File: src/common/ttc_cfg.svh
/*
  Offsets, field positions, reset values and identification addresses of the
  test and configuration register bank.
  Assumes a 16-bit register port addressed by byte offset from the board base.
*/
`ifndef TTC_CFG_SVH
`define TTC_CFG_SVH

// ----------------------------------------
// Register offsets
// ----------------------------------------
`define TTC_OFS_MODE_SET 16'h1032
`define TTC_OFS_MODE_BIT_CLEAR 16'h1034
`define TTC_OFS_TEST_WRITE_ADDRESS 16'h1036
`define TTC_OFS_TEST_PATTERN_UPPER 16'h1038
`define TTC_OFS_TEST_PATTERN_LOWER 16'h103A
`define TTC_OFS_CRATE_NUMBER 16'h103C
`define TTC_OFS_TEST_EVENT_FIFO_WRITE 16'h103E
`define TTC_OFS_EVENT_COUNT_CLEAR 16'h1040
`define TTC_OFS_RANGE_SETTING 16'h1060
`define TTC_OFS_TEST_READ_ADDRESS 16'h1064
`define TTC_OFS_SOFT_CONVERSION_TRIGGER 16'h1068
`define TTC_OFS_SLIDE_FIXED_VALUE 16'h106A
`define TTC_OFS_BLOCK_A_RESULT 16'h1070
`define TTC_OFS_BLOCK_B_RESULT 16'h1072
`define TTC_OFS_THRESHOLD_FIRST 16'h1080
`define TTC_OFS_THRESHOLD_LAST 16'h10BE
`define TTC_OFS_ROM_FIRST 16'h8000

// ----------------------------------------
// Mode register fields
// ----------------------------------------
`define TTC_MODE_MEM_TEST 0
`define TTC_MODE_DATA_CLEAR 2
`define TTC_MODE_ACQ_TEST 6
`define TTC_MODE_SLIDE_ON 7
`define TTC_MODE_THRESHOLD_STEP_SELECT 8
`define TTC_MODE_RESET 16'h4080

// ----------------------------------------
// Field widths and layouts
// ----------------------------------------
`define TTC_ADDR_W 11
`define TTC_BYTE_W 8
`define TTC_VALUE_W 12
`define TTC_OVERFLOW_BIT 12
`define TTC_KILL_BIT 8
`define TTC_CH32_SHIFT 1
`define TTC_CH16_SHIFT 2
`define TTC_SCALE_COARSE 4
`define TTC_SCALE_FINE 1

// ----------------------------------------
// Identification table addresses
// ----------------------------------------
`define TTC_ROM_OUI_MSB 16'h8026
`define TTC_ROM_OUI 16'h802A
`define TTC_ROM_OUI_LSB 16'h802E
`define TTC_ROM_VERSION 16'h8032
`define TTC_ROM_BOARD_MSB 16'h8036
`define TTC_ROM_BOARD 16'h803A
`define TTC_ROM_BOARD_LSB 16'h803E
`define TTC_ROM_REVISION 16'h804E
`define TTC_ROM_SERIAL_MSB 16'h8F02
`define TTC_ROM_SERIAL_LSB 16'h8F06

`endif

File: src/common/ttc_pkg.sv
/*
  Types shared by the test and configuration register bank.
  Assumes ttc_cfg.svh is compiled on the include path.
*/
package ttc_pkg;

  // Host register access
  typedef struct packed {
    logic wr;
    logic rd;
    logic [15:0] addr;
    logic [15:0] wdata;
  } ttc_reg_req_t;

  // Word committed into the output buffer by a memory test
  typedef struct packed {
    logic valid;
    logic [10:0] addr;
    logic [31:0] data;
  } ttc_mem_write_t;

  // Test event word handed to the output buffer path
  typedef struct packed {
    logic valid;
    logic [15:0] word;
  } ttc_event_word_t;

  // Per-channel acceptance query from the conversion path
  typedef struct packed {
    logic valid;
    logic [4:0] channel;
    logic [11:0] value;
    logic overflow;
  } ttc_check_t;

endpackage : ttc_pkg

File: src/rtl/ttc_event_fifo.sv
/*
  Circular store of test event words, pushed by host writes and drained
  word by word in acquisition test mode.
  Assumes one clock and synchronous reset; overwrite on overflow is intended.
*/
`timescale 1ns/1ps
`include "ttc_cfg.svh"

module ttc_event_fifo #(
  parameter int DEPTH = 32,
  parameter int WIDTH = 16
) (
  input wire logic ref_clk_i,
  input wire logic reset_i,
  input wire logic push_i,
  input wire logic [WIDTH-1:0] push_word_i,
  input wire logic clear_write_i,
  input wire logic clear_read_i,
  input wire logic pop_i,
  output logic [WIDTH-1:0] pop_word_o
);
  import ttc_pkg::*;

  localparam int PW = $clog2(DEPTH);

  typedef struct packed {
    logic [PW-1:0] wptr;
    logic [PW-1:0] rptr;
    logic [WIDTH-1:0] out;
  } ttc_fifo_state_t;

  ttc_fifo_state_t state;
  ttc_fifo_state_t next_state;
  logic [WIDTH-1:0] mem [DEPTH];

  // ----------------------------------------
  // Pointer logic
  // ----------------------------------------
  // Pointers wrap freely so a 33rd write overwrites the oldest word
  always_comb begin
    next_state = state;
    if (clear_write_i) begin
      next_state.wptr = '0;
    end else if (push_i) begin
      next_state.wptr = state.wptr + 1'b1;
    end
    if (clear_read_i) begin
      next_state.rptr = '0;
    end else if (pop_i) begin
      next_state.rptr = state.rptr + 1'b1;
      next_state.out = mem[state.rptr];
    end
  end

  // Storage has no reset: unwritten entries are undefined by design
  always_ff @(posedge ref_clk_i) begin
    if (push_i) begin
      mem[state.wptr] <= push_word_i;
    end
  end

  always_ff @(posedge ref_clk_i) begin
    if (reset_i) begin
      state <= '0;
    end else begin
      state <= next_state;
    end
  end

  assign pop_word_o = state.out;

endmodule : ttc_event_fifo

File: src/rtl/ttc_test_config_regs.sv
/*
  Upper part of the converter register bank: mode bits, memory test access,
  test event loading, crate number, counters, range, slide constant, ADC
  readback, per-channel thresholds and the identification table.
  Assumes a host port with one-cycle read/write strobes, synchronous to
  ref_clk_i; read data appears one cycle after the read strobe.
*/
`timescale 1ns/1ps
`include "ttc_cfg.svh"

// Function
// - Bit-clear write clears mode bits written one
// - Separate 11-bit test write and read addresses
// - Upper half held; lower write commits word
// - Crate number readable, writable, sent in headers
// - Test event writes fill 32-word FIFO
// - Test word: 12-bit value plus overflow flag
// - Exactly 32 words; extra writes overwrite
// - Any write clears the event counter
// - Eight-bit range value sets time step
// - Any write starts one test conversion
// - Eight-bit slide constant drives DAC when disabled
// - Readback of latest block A and B results
// - Threshold table address map per variant
// - Suppress bit set means channel never stored
// - Threshold compared to upper eight value bits with step select clear
// - Thresholds reset only by hardware reset
// - Identification table at fixed read-only addresses
// - Step select scales threshold by 16 or 2
// - Slide disabled drives DAC with constant
module ttc_test_config_regs #(
  parameter int CHANNELS = 32,
  parameter int FIFO_DEPTH = 32,
  parameter logic [7:0] OUI_MSB_VALUE = 8'h5A, // arbitrary
  parameter logic [7:0] OUI_MID_VALUE = 8'h5B, // arbitrary
  parameter logic [7:0] OUI_LSB_VALUE = 8'h5C, // arbitrary
  parameter logic [7:0] VERSION_VALUE = 8'h21, // arbitrary
  parameter logic [7:0] BOARD_MSB_VALUE = 8'h31, // arbitrary
  parameter logic [7:0] BOARD_MID_VALUE = 8'h32, // arbitrary
  parameter logic [7:0] BOARD_LSB_VALUE = 8'h33, // arbitrary
  parameter logic [7:0] REVISION_VALUE = 8'h41, // arbitrary
  parameter logic [7:0] SERIAL_MSB_VALUE = 8'h51, // arbitrary
  parameter logic [7:0] SERIAL_LSB_VALUE = 8'h52 // arbitrary
) (
  input wire logic ref_clk_i,
  input wire logic reset_i,
  input wire logic soft_reset_i,
  input wire ttc_pkg::ttc_reg_req_t req_i,
  input wire logic event_count_inc_i,
  input wire logic [11:0] block_a_value_i,
  input wire logic block_a_valid_i,
  input wire logic [11:0] block_b_value_i,
  input wire logic block_b_valid_i,
  input wire ttc_pkg::ttc_check_t check_i,
  input wire logic test_event_pop_i,
  output logic [15:0] rdata_o,
  output logic rvalid_o,
  output logic [15:0] mode_o,
  output ttc_pkg::ttc_mem_write_t mem_write_o,
  output logic [10:0] test_read_address_o,
  output logic [15:0] crate_number_o,
  output logic [23:0] event_count_o,
  output logic [7:0] range_setting_o,
  output logic conversion_start_o,
  output logic [7:0] slide_dac_o,
  output logic check_valid_o,
  output logic check_accept_o,
  output ttc_pkg::ttc_event_word_t test_event_o
);
  import ttc_pkg::*;

  typedef struct packed {
    logic [15:0] mode;
    logic [10:0] waddr;
    logic [10:0] raddr;
    logic [15:0] upper;
    ttc_mem_write_t mem_write;
    logic [15:0] crate;
    logic [23:0] evcount;
    logic [7:0] range;
    logic conv;
    logic [7:0] slide_const;
    logic [7:0] slide_dac;
    logic [7:0] slide_ramp;
    logic [11:0] block_a;
    logic [11:0] block_b;
    logic [15:0] rdata;
    logic rvalid;
    logic chk_valid;
    logic chk_accept;
    logic pop_d;
  } ttc_state_t;

  ttc_state_t state;
  ttc_state_t next_state;

  // Threshold table: kill bit plus 8-bit threshold per channel
  logic [8:0] thr_mem [CHANNELS];
  logic [15:0] fifo_word;
  logic acq_rise;
  logic acq_fall;
  logic fifo_push;
  logic thr_hit;
  logic [4:0] thr_index;

  // ----------------------------------------
  // Decoding helpers
  // ----------------------------------------
  // Threshold slot decode; stride depends on the channel count variant
  function automatic logic [5:0] thr_decode(input logic [15:0] addr);
    logic [15:0] rel;
    logic hit;
    logic [4:0] index;
    rel = addr - `TTC_OFS_THRESHOLD_FIRST;
    hit = 1'b0;
    index = '0;
    if (addr >= `TTC_OFS_THRESHOLD_FIRST && addr <= `TTC_OFS_THRESHOLD_LAST) begin
      if (CHANNELS > 16) begin
        hit = (rel[0] == 1'b0);
        index = rel[5:1];
      end else begin
        hit = (rel[1:0] == 2'b00);
        index = {1'b0, rel[5:2]};
      end
    end
    return {hit, index};
  endfunction : thr_decode

  // Identification table lookup, zero elsewhere in the region
  function automatic logic [7:0] rom_byte(input logic [15:0] addr);
    unique case (addr)
      `TTC_ROM_OUI_MSB: return OUI_MSB_VALUE;
      `TTC_ROM_OUI: return OUI_MID_VALUE;
      `TTC_ROM_OUI_LSB: return OUI_LSB_VALUE;
      `TTC_ROM_VERSION: return VERSION_VALUE;
      `TTC_ROM_BOARD_MSB: return BOARD_MSB_VALUE;
      `TTC_ROM_BOARD: return BOARD_MID_VALUE;
      `TTC_ROM_BOARD_LSB: return BOARD_LSB_VALUE;
      `TTC_ROM_REVISION: return REVISION_VALUE;
      `TTC_ROM_SERIAL_MSB: return SERIAL_MSB_VALUE;
      `TTC_ROM_SERIAL_LSB: return SERIAL_LSB_VALUE;
      default: return 8'h00;
    endcase
  endfunction : rom_byte

  function automatic logic is_write(input ttc_reg_req_t r, input logic [15:0] ofs);
    return r.wr && (r.addr == ofs);
  endfunction : is_write

  assign {thr_hit, thr_index} = thr_decode(req_i.addr);

  // ----------------------------------------
  // Test event store
  // ----------------------------------------
  // Raising the test bit rewinds the write side, dropping it rewinds reads
  assign acq_rise = next_state.mode[`TTC_MODE_ACQ_TEST] && !state.mode[`TTC_MODE_ACQ_TEST];
  assign acq_fall = !next_state.mode[`TTC_MODE_ACQ_TEST] && state.mode[`TTC_MODE_ACQ_TEST];
  assign fifo_push = is_write(req_i, `TTC_OFS_TEST_EVENT_FIFO_WRITE);

  ttc_event_fifo #(
    .DEPTH(FIFO_DEPTH),
    .WIDTH(16)
  ) u_event_fifo (
    .ref_clk_i(ref_clk_i),
    .reset_i(reset_i),
    .push_i(fifo_push),
    .push_word_i(req_i.wdata),
    .clear_write_i(acq_rise),
    .clear_read_i(acq_fall),
    .pop_i(test_event_pop_i && state.mode[`TTC_MODE_ACQ_TEST]),
    .pop_word_o(fifo_word)
  );

  // ----------------------------------------
  // Register writes and derived state
  // ----------------------------------------
  always_comb begin
    logic [8:0] entry;
    logic [12:0] limit;
    next_state = state;
    entry = thr_mem[check_i.channel];
    limit = '0;
    next_state.mem_write.valid = 1'b0;
    next_state.conv = 1'b0;
    next_state.rvalid = 1'b0;
    next_state.chk_valid = 1'b0;
    next_state.pop_d = test_event_pop_i && state.mode[`TTC_MODE_ACQ_TEST];
    // Mode set and clear share one layout
    if (is_write(req_i, `TTC_OFS_MODE_SET)) begin
      next_state.mode = state.mode | req_i.wdata;
    end

    // Ones clear their bit, zeros leave it
    if (is_write(req_i, `TTC_OFS_MODE_BIT_CLEAR)) begin
      next_state.mode = state.mode & ~req_i.wdata;
    end

    // No equality check; host keeps these apart
    if (is_write(req_i, `TTC_OFS_TEST_WRITE_ADDRESS)) begin
      next_state.waddr = req_i.wdata[10:0];
    end
    if (is_write(req_i, `TTC_OFS_TEST_READ_ADDRESS)) begin
      next_state.raddr = req_i.wdata[10:0];
    end

    // Upper half waits for the lower write
    if (is_write(req_i, `TTC_OFS_TEST_PATTERN_UPPER)) begin
      next_state.upper = req_i.wdata;
    end

    // Lower half commits the word; ignored outside memory test mode
    if (is_write(req_i, `TTC_OFS_TEST_PATTERN_LOWER) && state.mode[`TTC_MODE_MEM_TEST]) begin
      next_state.mem_write.valid = 1'b1;
      next_state.mem_write.addr = state.waddr;
      next_state.mem_write.data = {state.upper, req_i.wdata};
    end

    // Also feeds the event header builder
    if (is_write(req_i, `TTC_OFS_CRATE_NUMBER)) begin
      next_state.crate = req_i.wdata;
    end

    // Every eight-bit value is taken as written
    if (is_write(req_i, `TTC_OFS_RANGE_SETTING)) begin
      next_state.range = req_i.wdata[7:0];
    end

    if (is_write(req_i, `TTC_OFS_SLIDE_FIXED_VALUE)) begin
      next_state.slide_const = req_i.wdata[7:0];
    end

    // Dummy location: written data ignored
    if (is_write(req_i, `TTC_OFS_SOFT_CONVERSION_TRIGGER)) begin
      next_state.conv = 1'b1;
    end

    // Clearing wins over a simultaneous count: the host asked for zero
    if (is_write(req_i, `TTC_OFS_EVENT_COUNT_CLEAR) || soft_reset_i) begin
      next_state.evcount = '0;
    end else if (event_count_inc_i) begin
      next_state.evcount = state.evcount + 1'b1;
    end

    // Latest results, latched on their strobes
    if (block_a_valid_i) begin
      next_state.block_a = block_a_value_i;
    end
    if (block_b_valid_i) begin
      next_state.block_b = block_b_value_i;
    end

    // Sliding scale steps while enabled, else holds the fixed constant
    next_state.slide_ramp = state.slide_ramp + 1'b1;
    if (state.mode[`TTC_MODE_SLIDE_ON]) begin
      next_state.slide_dac = state.slide_ramp;
    end else begin
      next_state.slide_dac = state.slide_const;
    end

    // Acceptance check of one converted channel value
    if (state.mode[`TTC_MODE_THRESHOLD_STEP_SELECT]) begin
      limit = {4'h0, entry[7:0], 1'b0} << `TTC_SCALE_FINE;
    end else begin
      limit = {4'h0, entry[7:0], 1'b0} << `TTC_SCALE_COARSE;
    end
    limit = limit >> 1;
    next_state.chk_valid = check_i.valid;
    // Comparing against threshold x 16 is comparing the upper eight bits
    next_state.chk_accept = !entry[`TTC_KILL_BIT] && ({1'b0, check_i.value} >= limit);

    // Register reads answer one cycle later
    if (req_i.rd) begin
      next_state.rvalid = 1'b1;
      next_state.rdata = 16'h0000;
      if (req_i.addr >= `TTC_OFS_ROM_FIRST) begin
        next_state.rdata = {8'h00, rom_byte(req_i.addr)};
      end else if (thr_hit) begin
        next_state.rdata = {7'h00, thr_mem[thr_index]};
      end else begin
        // Write-only locations read as zero
        unique case (req_i.addr)
          `TTC_OFS_MODE_SET: next_state.rdata = state.mode;
          `TTC_OFS_CRATE_NUMBER: next_state.rdata = state.crate;
          `TTC_OFS_RANGE_SETTING: next_state.rdata = {8'h00, state.range};
          `TTC_OFS_SLIDE_FIXED_VALUE: next_state.rdata = {8'h00, state.slide_const};
          `TTC_OFS_BLOCK_A_RESULT: next_state.rdata = {4'h0, state.block_a};
          `TTC_OFS_BLOCK_B_RESULT: next_state.rdata = {4'h0, state.block_b};
          default: next_state.rdata = 16'h0000;
        endcase
      end
    end
  end

  // ----------------------------------------
  // State registers
  // ----------------------------------------
  // Soft reset returns mode and config to defaults, leaves thresholds alone
  always_ff @(posedge ref_clk_i) begin
    if (reset_i || soft_reset_i) begin
      state <= '0;
      // Reset value overrides the cleared field
      state.mode <= `TTC_MODE_RESET;
    end else begin
      state <= next_state;
    end
  end

  // Thresholds clear only on hardware reset
  // Slots beyond the channel count ignore writes
  always_ff @(posedge ref_clk_i) begin
    if (reset_i) begin
      for (int i = 0; i < CHANNELS; i++) begin
        thr_mem[i] <= '0;
      end
    end else if (req_i.wr && thr_hit && {1'b0, thr_index} < 6'(CHANNELS)) begin
      thr_mem[thr_index] <= req_i.wdata[8:0];
    end
  end

  // ----------------------------------------
  // Outputs
  // ----------------------------------------
  // Every output below is a state flop
  assign rdata_o = state.rdata;
  assign rvalid_o = state.rvalid;
  assign mode_o = state.mode;
  assign mem_write_o = state.mem_write;
  assign test_read_address_o = state.raddr;
  assign crate_number_o = state.crate;
  assign event_count_o = state.evcount;
  assign range_setting_o = state.range;
  assign conversion_start_o = state.conv;
  assign slide_dac_o = state.slide_dac;
  assign check_valid_o = state.chk_valid;
  assign check_accept_o = state.chk_accept;
  // Word layout: value in bits 11:0, overflow flag in bit 12
  assign test_event_o.valid = state.pop_d;
  assign test_event_o.word = {3'b000, fifo_word[`TTC_OVERFLOW_BIT], fifo_word[`TTC_VALUE_W-1:0]};

endmodule : ttc_test_config_regs

File: config.mk
export PLATFORM = sky130hd
export DESIGN_NAME = ttc_test_config_regs
export DESIGN_NICKNAME = d
export VERILOG_FILES = /design/src/common/ttc_pkg.sv /design/src/rtl/ttc_event_fifo.sv /design/src/rtl/ttc_test_config_regs.sv
export VERILOG_INCLUDE_DIRS = /design/src /design/src/common
export SDC_FILE = /design/constraint.sdc
export NUM_CORES = 2
export LEC_CHECK = 0
export BUFFER_PORTS_ARGS = -buffer_cell sky130_fd_sc_hd__buf_2
export CAP_MARGIN = 20
export CORE_ASPECT_RATIO = 0.9
export CORE_MARGIN = 2
export CORE_UTILIZATION = 25
export CTS_CLUSTER_SIZE = 30
export DETAILED_ROUTE_END_ITERATION = 6
export SLEW_MARGIN = 5
export SYNTH_ARGS = -nofsm -noshare
export SYNTH_HDL_FRONTEND = slang
export SYNTH_SLANG_ARGS = --single-unit
export TNS_END_PERCENT = 100
File: constraint.sdc
create_clock -name ref_clk_i -period 7.85 [get_ports ref_clk_i]
set_input_delay 0.3925 -clock ref_clk_i [delete_from_list [all_inputs] [get_ports ref_clk_i]]
set_output_delay 0.3925 -clock ref_clk_i [all_outputs]
set_load 0.01 [all_outputs]
==> impl_metrics.json <==
{
  "clk_pin_slew_worst_paths_ns": 0.06,
  "cts_made_buffers": 102,
  "clock.fmax_ghz": 0.254,
  "r2r_slack_ns": 4.46,
  "p_leak_nw": 16.4,
  "syn_inst": 3151,
  "place_ws_ns": 3.41,
  "remaining_drc_errors": 13,
  "drive_gt1_frac": 0.254,
  "grt_pass1_wl_um": 201000,
  "grt_max_degree": 102,
  "outcome": "finished with violations",
  "rr_startpoint": "u_event_fifo.state[17]",
  "p_per_area_nw_per_um2": 221,
  "rows": 144,
  "vias": 27600,
  "antenna_found_initial": 11,
  "synth_common_cells": "704 x edfxtp_1, 295 x and2_1, 279 x nand2_1",
  "swShare": 0.235,
  "synthMuxAreaShare": 0.153,
  "holdPathEnd": "rdata_o[5]",
  "ir_drop_mv": 0.169,
  "synth.most_common_cell": "edfxtp_1",
  "p_int_mw": 8.40,
  "skew_ns": 0.0537,
  "synth_area_leader_cell": "edfxtp_1",
  "root_buffer": "clkbuf_16",
  "worst_pin_slew_ns": 1.20,
  "h-tree-depth": 3,
  "io_buffers": 243,
  "seqPwrFrac": 0.500,
  "min_from": "soft_reset_i",
  "synth_top_family_by_area": "multiplexers",
  "avgSynthCellArea_um2": 13.6,
  "cap_violations": 0,
  "synth_top_cell_area_share": 0.492,
  "first_iter_violations": 3096,
  "synth_compound_area_frac": 0.0621,
  "end_kind": "flip-flop",
  "boundaryPins": 248,
  "synthSimpleGateAreaFrac": 0.122,
  "combinationalPowerShare": 0.052,
  "worstReg2RegEnd": "u_event_fifo.pop_word_o[7]",
  "min_path_type": "in -> reg",
  "holdPathStages": 3,
  "postRouteAntennaNets": 0,
  "met1_length_um": 55600,
  "fin_ws_ns": 3.91,
  "overflow": 0,
  "routed.top_layer": "met5",
  "fp.dieH_um": 397,
  "area_growth_pct": 15.5,
  "viasPerCell": 4.91,
  "violations": "design-rule violations",
  "yosys-top-cells-area": "edfxtp_1 49%, mux4_2 12%, dfxtp_1 11%",
  "synthArstFlopShare": 0,
  "layout_min_cycle_time_ns": 3.94,
  "cp_max_fo": 44,
  "timing.final.hold_violations": 0,
  "cp-start-kind": "input port",
  "nFillCells": 17100,
  "slew_violations": 0,
  "synth-xor-area-share": 0.00653,
  "rsz0062_at_grt": "no",
  "initial_core_util": 0.251,
  "p_clk_frac": 0.448,
  "cts_tree": "yes",
  "grt_pass1_vias": 27100,
  "final_nets": 3363,
  "yosys_warnings": 0,
  "path_class": "in -> reg",
  "drt_first_pass_iters": 7,
  "slew_headroom": 0.200,
  "syn_area_um2": 43000,
  "setup_tns_ns": 0,
  "yosysSeqAreaShare": 0.603,
  "cp.arrival_ns": 4.51,
  "ys_ff_latch": 942,
  "synth-adder-area-share": 0.00524,
  "coreArea_um2": 171000,
  "clk_latency_ns": 0.74,
  "dr_wl_met2_um": 66400,
  "dr_wl_met3_um": 11100,
  "gp_congestion": 0.908,
  "p_switching_mw": 2.58,
  "synth_cell_types": 82,
  "reg2reg_depth": 5,
  "finalSetupViolCount": 0,
  "fin_crit_sh": 0.501,
  "clk_path_buf_depth": 3,
  "grtUsageTotal": 0.160,
  "wire_per_inst_um": 25.4,
  "cp.required_ns": 8.42,
  "postRouteWirelength_um": 143000,
  "die-area_um2": 175000,
  "synth-main-ff-cell": "edfxtp_1",
  "dp_hpwl_um": 95000,
  "whs_ns": 0.0652,
  "final_util": 0.290,
  "cts_sinks": 942,
  "synth-edff-count": 704,
  "die_w_um": 441
}
==> cell type report <==
class / instances / area, µm² / area share
timing repair buffer: 367 / 2290 / 0.0462
antenna: 6 / 15.0 / 0.000303
multi-input combinational: 1834 / 15100 / 0.304
sequential: 942 / 25900 / 0.522
inverter: 14 / 52.6 / 0.00106
clock buffer: 133 / 2800 / 0.0565
clock inverter: 61 / 627 / 0.0126
tap: 2263 / 2830 / 0.0571
==> through the flow <==
stage | instance area [µm²] | cells | total power, mW
after floorplan | 43000 | 3153 | 5.86
after global placement | 45800 | 5383 | 6.13
after detailed placement | 45800 | 5384 | 6.14
after CTS | 49500 | 5610 | 11.1
after global routing | 49600 | 5614 | 11.3
final | 49600 | 5620 | 11.0
==> layer usage <==
layer	track usage	vias up
met5	0	-
met4	0.106	8
met3	0.0307	309
met2	0.252	1289
met1	0.199	14000
li1	-	11900
==> power by group through the flow <==
stage | Sequential, mW | Clock [mW] | Combinational, mW
after floorplan | 5.55 | 0 | 0.307
after global placement | 5.59 | 0 | 0.548
after detailed placement | 5.59 | 0 | 0.554
after CTS | 5.48 | 5.02 | 0.569
after global routing | 5.49 | 5.20 | 0.601
final | 5.49 | 4.92 | 0.574
==> state kept, by name, summed over array words and instances (netlist names) <==
signal                   cells
u_event_fifo.mem           416
thr_mem                    288
state                       67
mem_write_o                 44
event_count_o               24
crate_number_o              16
mode_o                      16
rdata_o                     16
u_event_fifo.pop_word_o     13
test_read_address_o         11
u_event_fifo.state          10
range_setting_o              8
slide_dac_o                  8
check_accept_o               1
check_valid_o                1
conversion_start_o           1
rvalid_o                     1
test_event_o                 1
==> what timing repair did <==
item                      4_1_cts  5_1_grt
hold buffers                   32        0
gates resized for setup         0        0
buffers inserted                0        0
hold endpoints to repair       47        0
==> logic make-up (layout without fill, tap and decap cells) <==
logic type | Yosys count | after routing
adder cells (fa/ha/maj) | 18 | 18
AND/OR/NAND/NOR | 1003 | 1003
other | 1 | 9
flip-flops | 942 | 942
AO/OA/AOI/OAI | 411 | 411
XOR/XNOR | 32 | 32
buffers and inverters | 377 | 575
multiplexers | 367 | 367
==> placed cells by master, fill, tap and decap left out, types with 20 or more instances in the layout <==
master | netlist | final
dlygate4sd3_1 | 0 | 32
dfxtp_1 | 238 | 234
a221oi_1 | 33 | 33
a211oi_1 | 36 | 36
a21oi_1 | 167 | 166
o21ai_0 | 52 | 52
clkbuf_16 | 0 | 104
xor2_1 | 24 | 24
mux4_2 | 228 | 228
and2_1 | 295 | 295
a22oi_1 | 20 | 20
or2_2 | 38 | 37
nand3_1 | 41 | 41
buf_2 | 29 | 237
edfxtp_1 | 704 | 704
nand2_1 | 279 | 279
nor2_1 | 190 | 189
clkbuf_1 | 145 | 20
mux2i_1 | 116 | 116
mux2_2 | 23 | 23
nor2_2 | 29 | 30
buf_4 | 161 | 94
==> worst max-delay path by stage <==
| stage | startpoint | end | slack, ns | cells after the start |
|---|---|---|---|---|
| 2_1_floorplan | check_i[14] | check_accept_o | 4.05 | 12 |
| 3_3_place_gp | req_i[17] | rdata_o[2] | 3.39 | 9 |
| 3_5_place_dp | req_i[17] | rdata_o[2] | 3.41 | 9 |
| 4_1_cts | req_i[17] | rdata_o[2] | 4.21 | 9 |
| 5_1_grt | req_i[17] | rdata_o[2] | 4.03 | 9 |
| 6_report | req_i[17] | rdata_o[2] | 3.91 | 9 |
==> critical path, cell delays in order <==
cell	delay, ns
buf_2	0.51
buf_4	0.69
nand2b_1	0.74
nor4_2	0.05
buf_4	0.26
a222oi_1	0.53
o221ai_1	0.20
nor4_1	0.93
o32ai_1	0.16
Power figures use the tool's default switching activity.
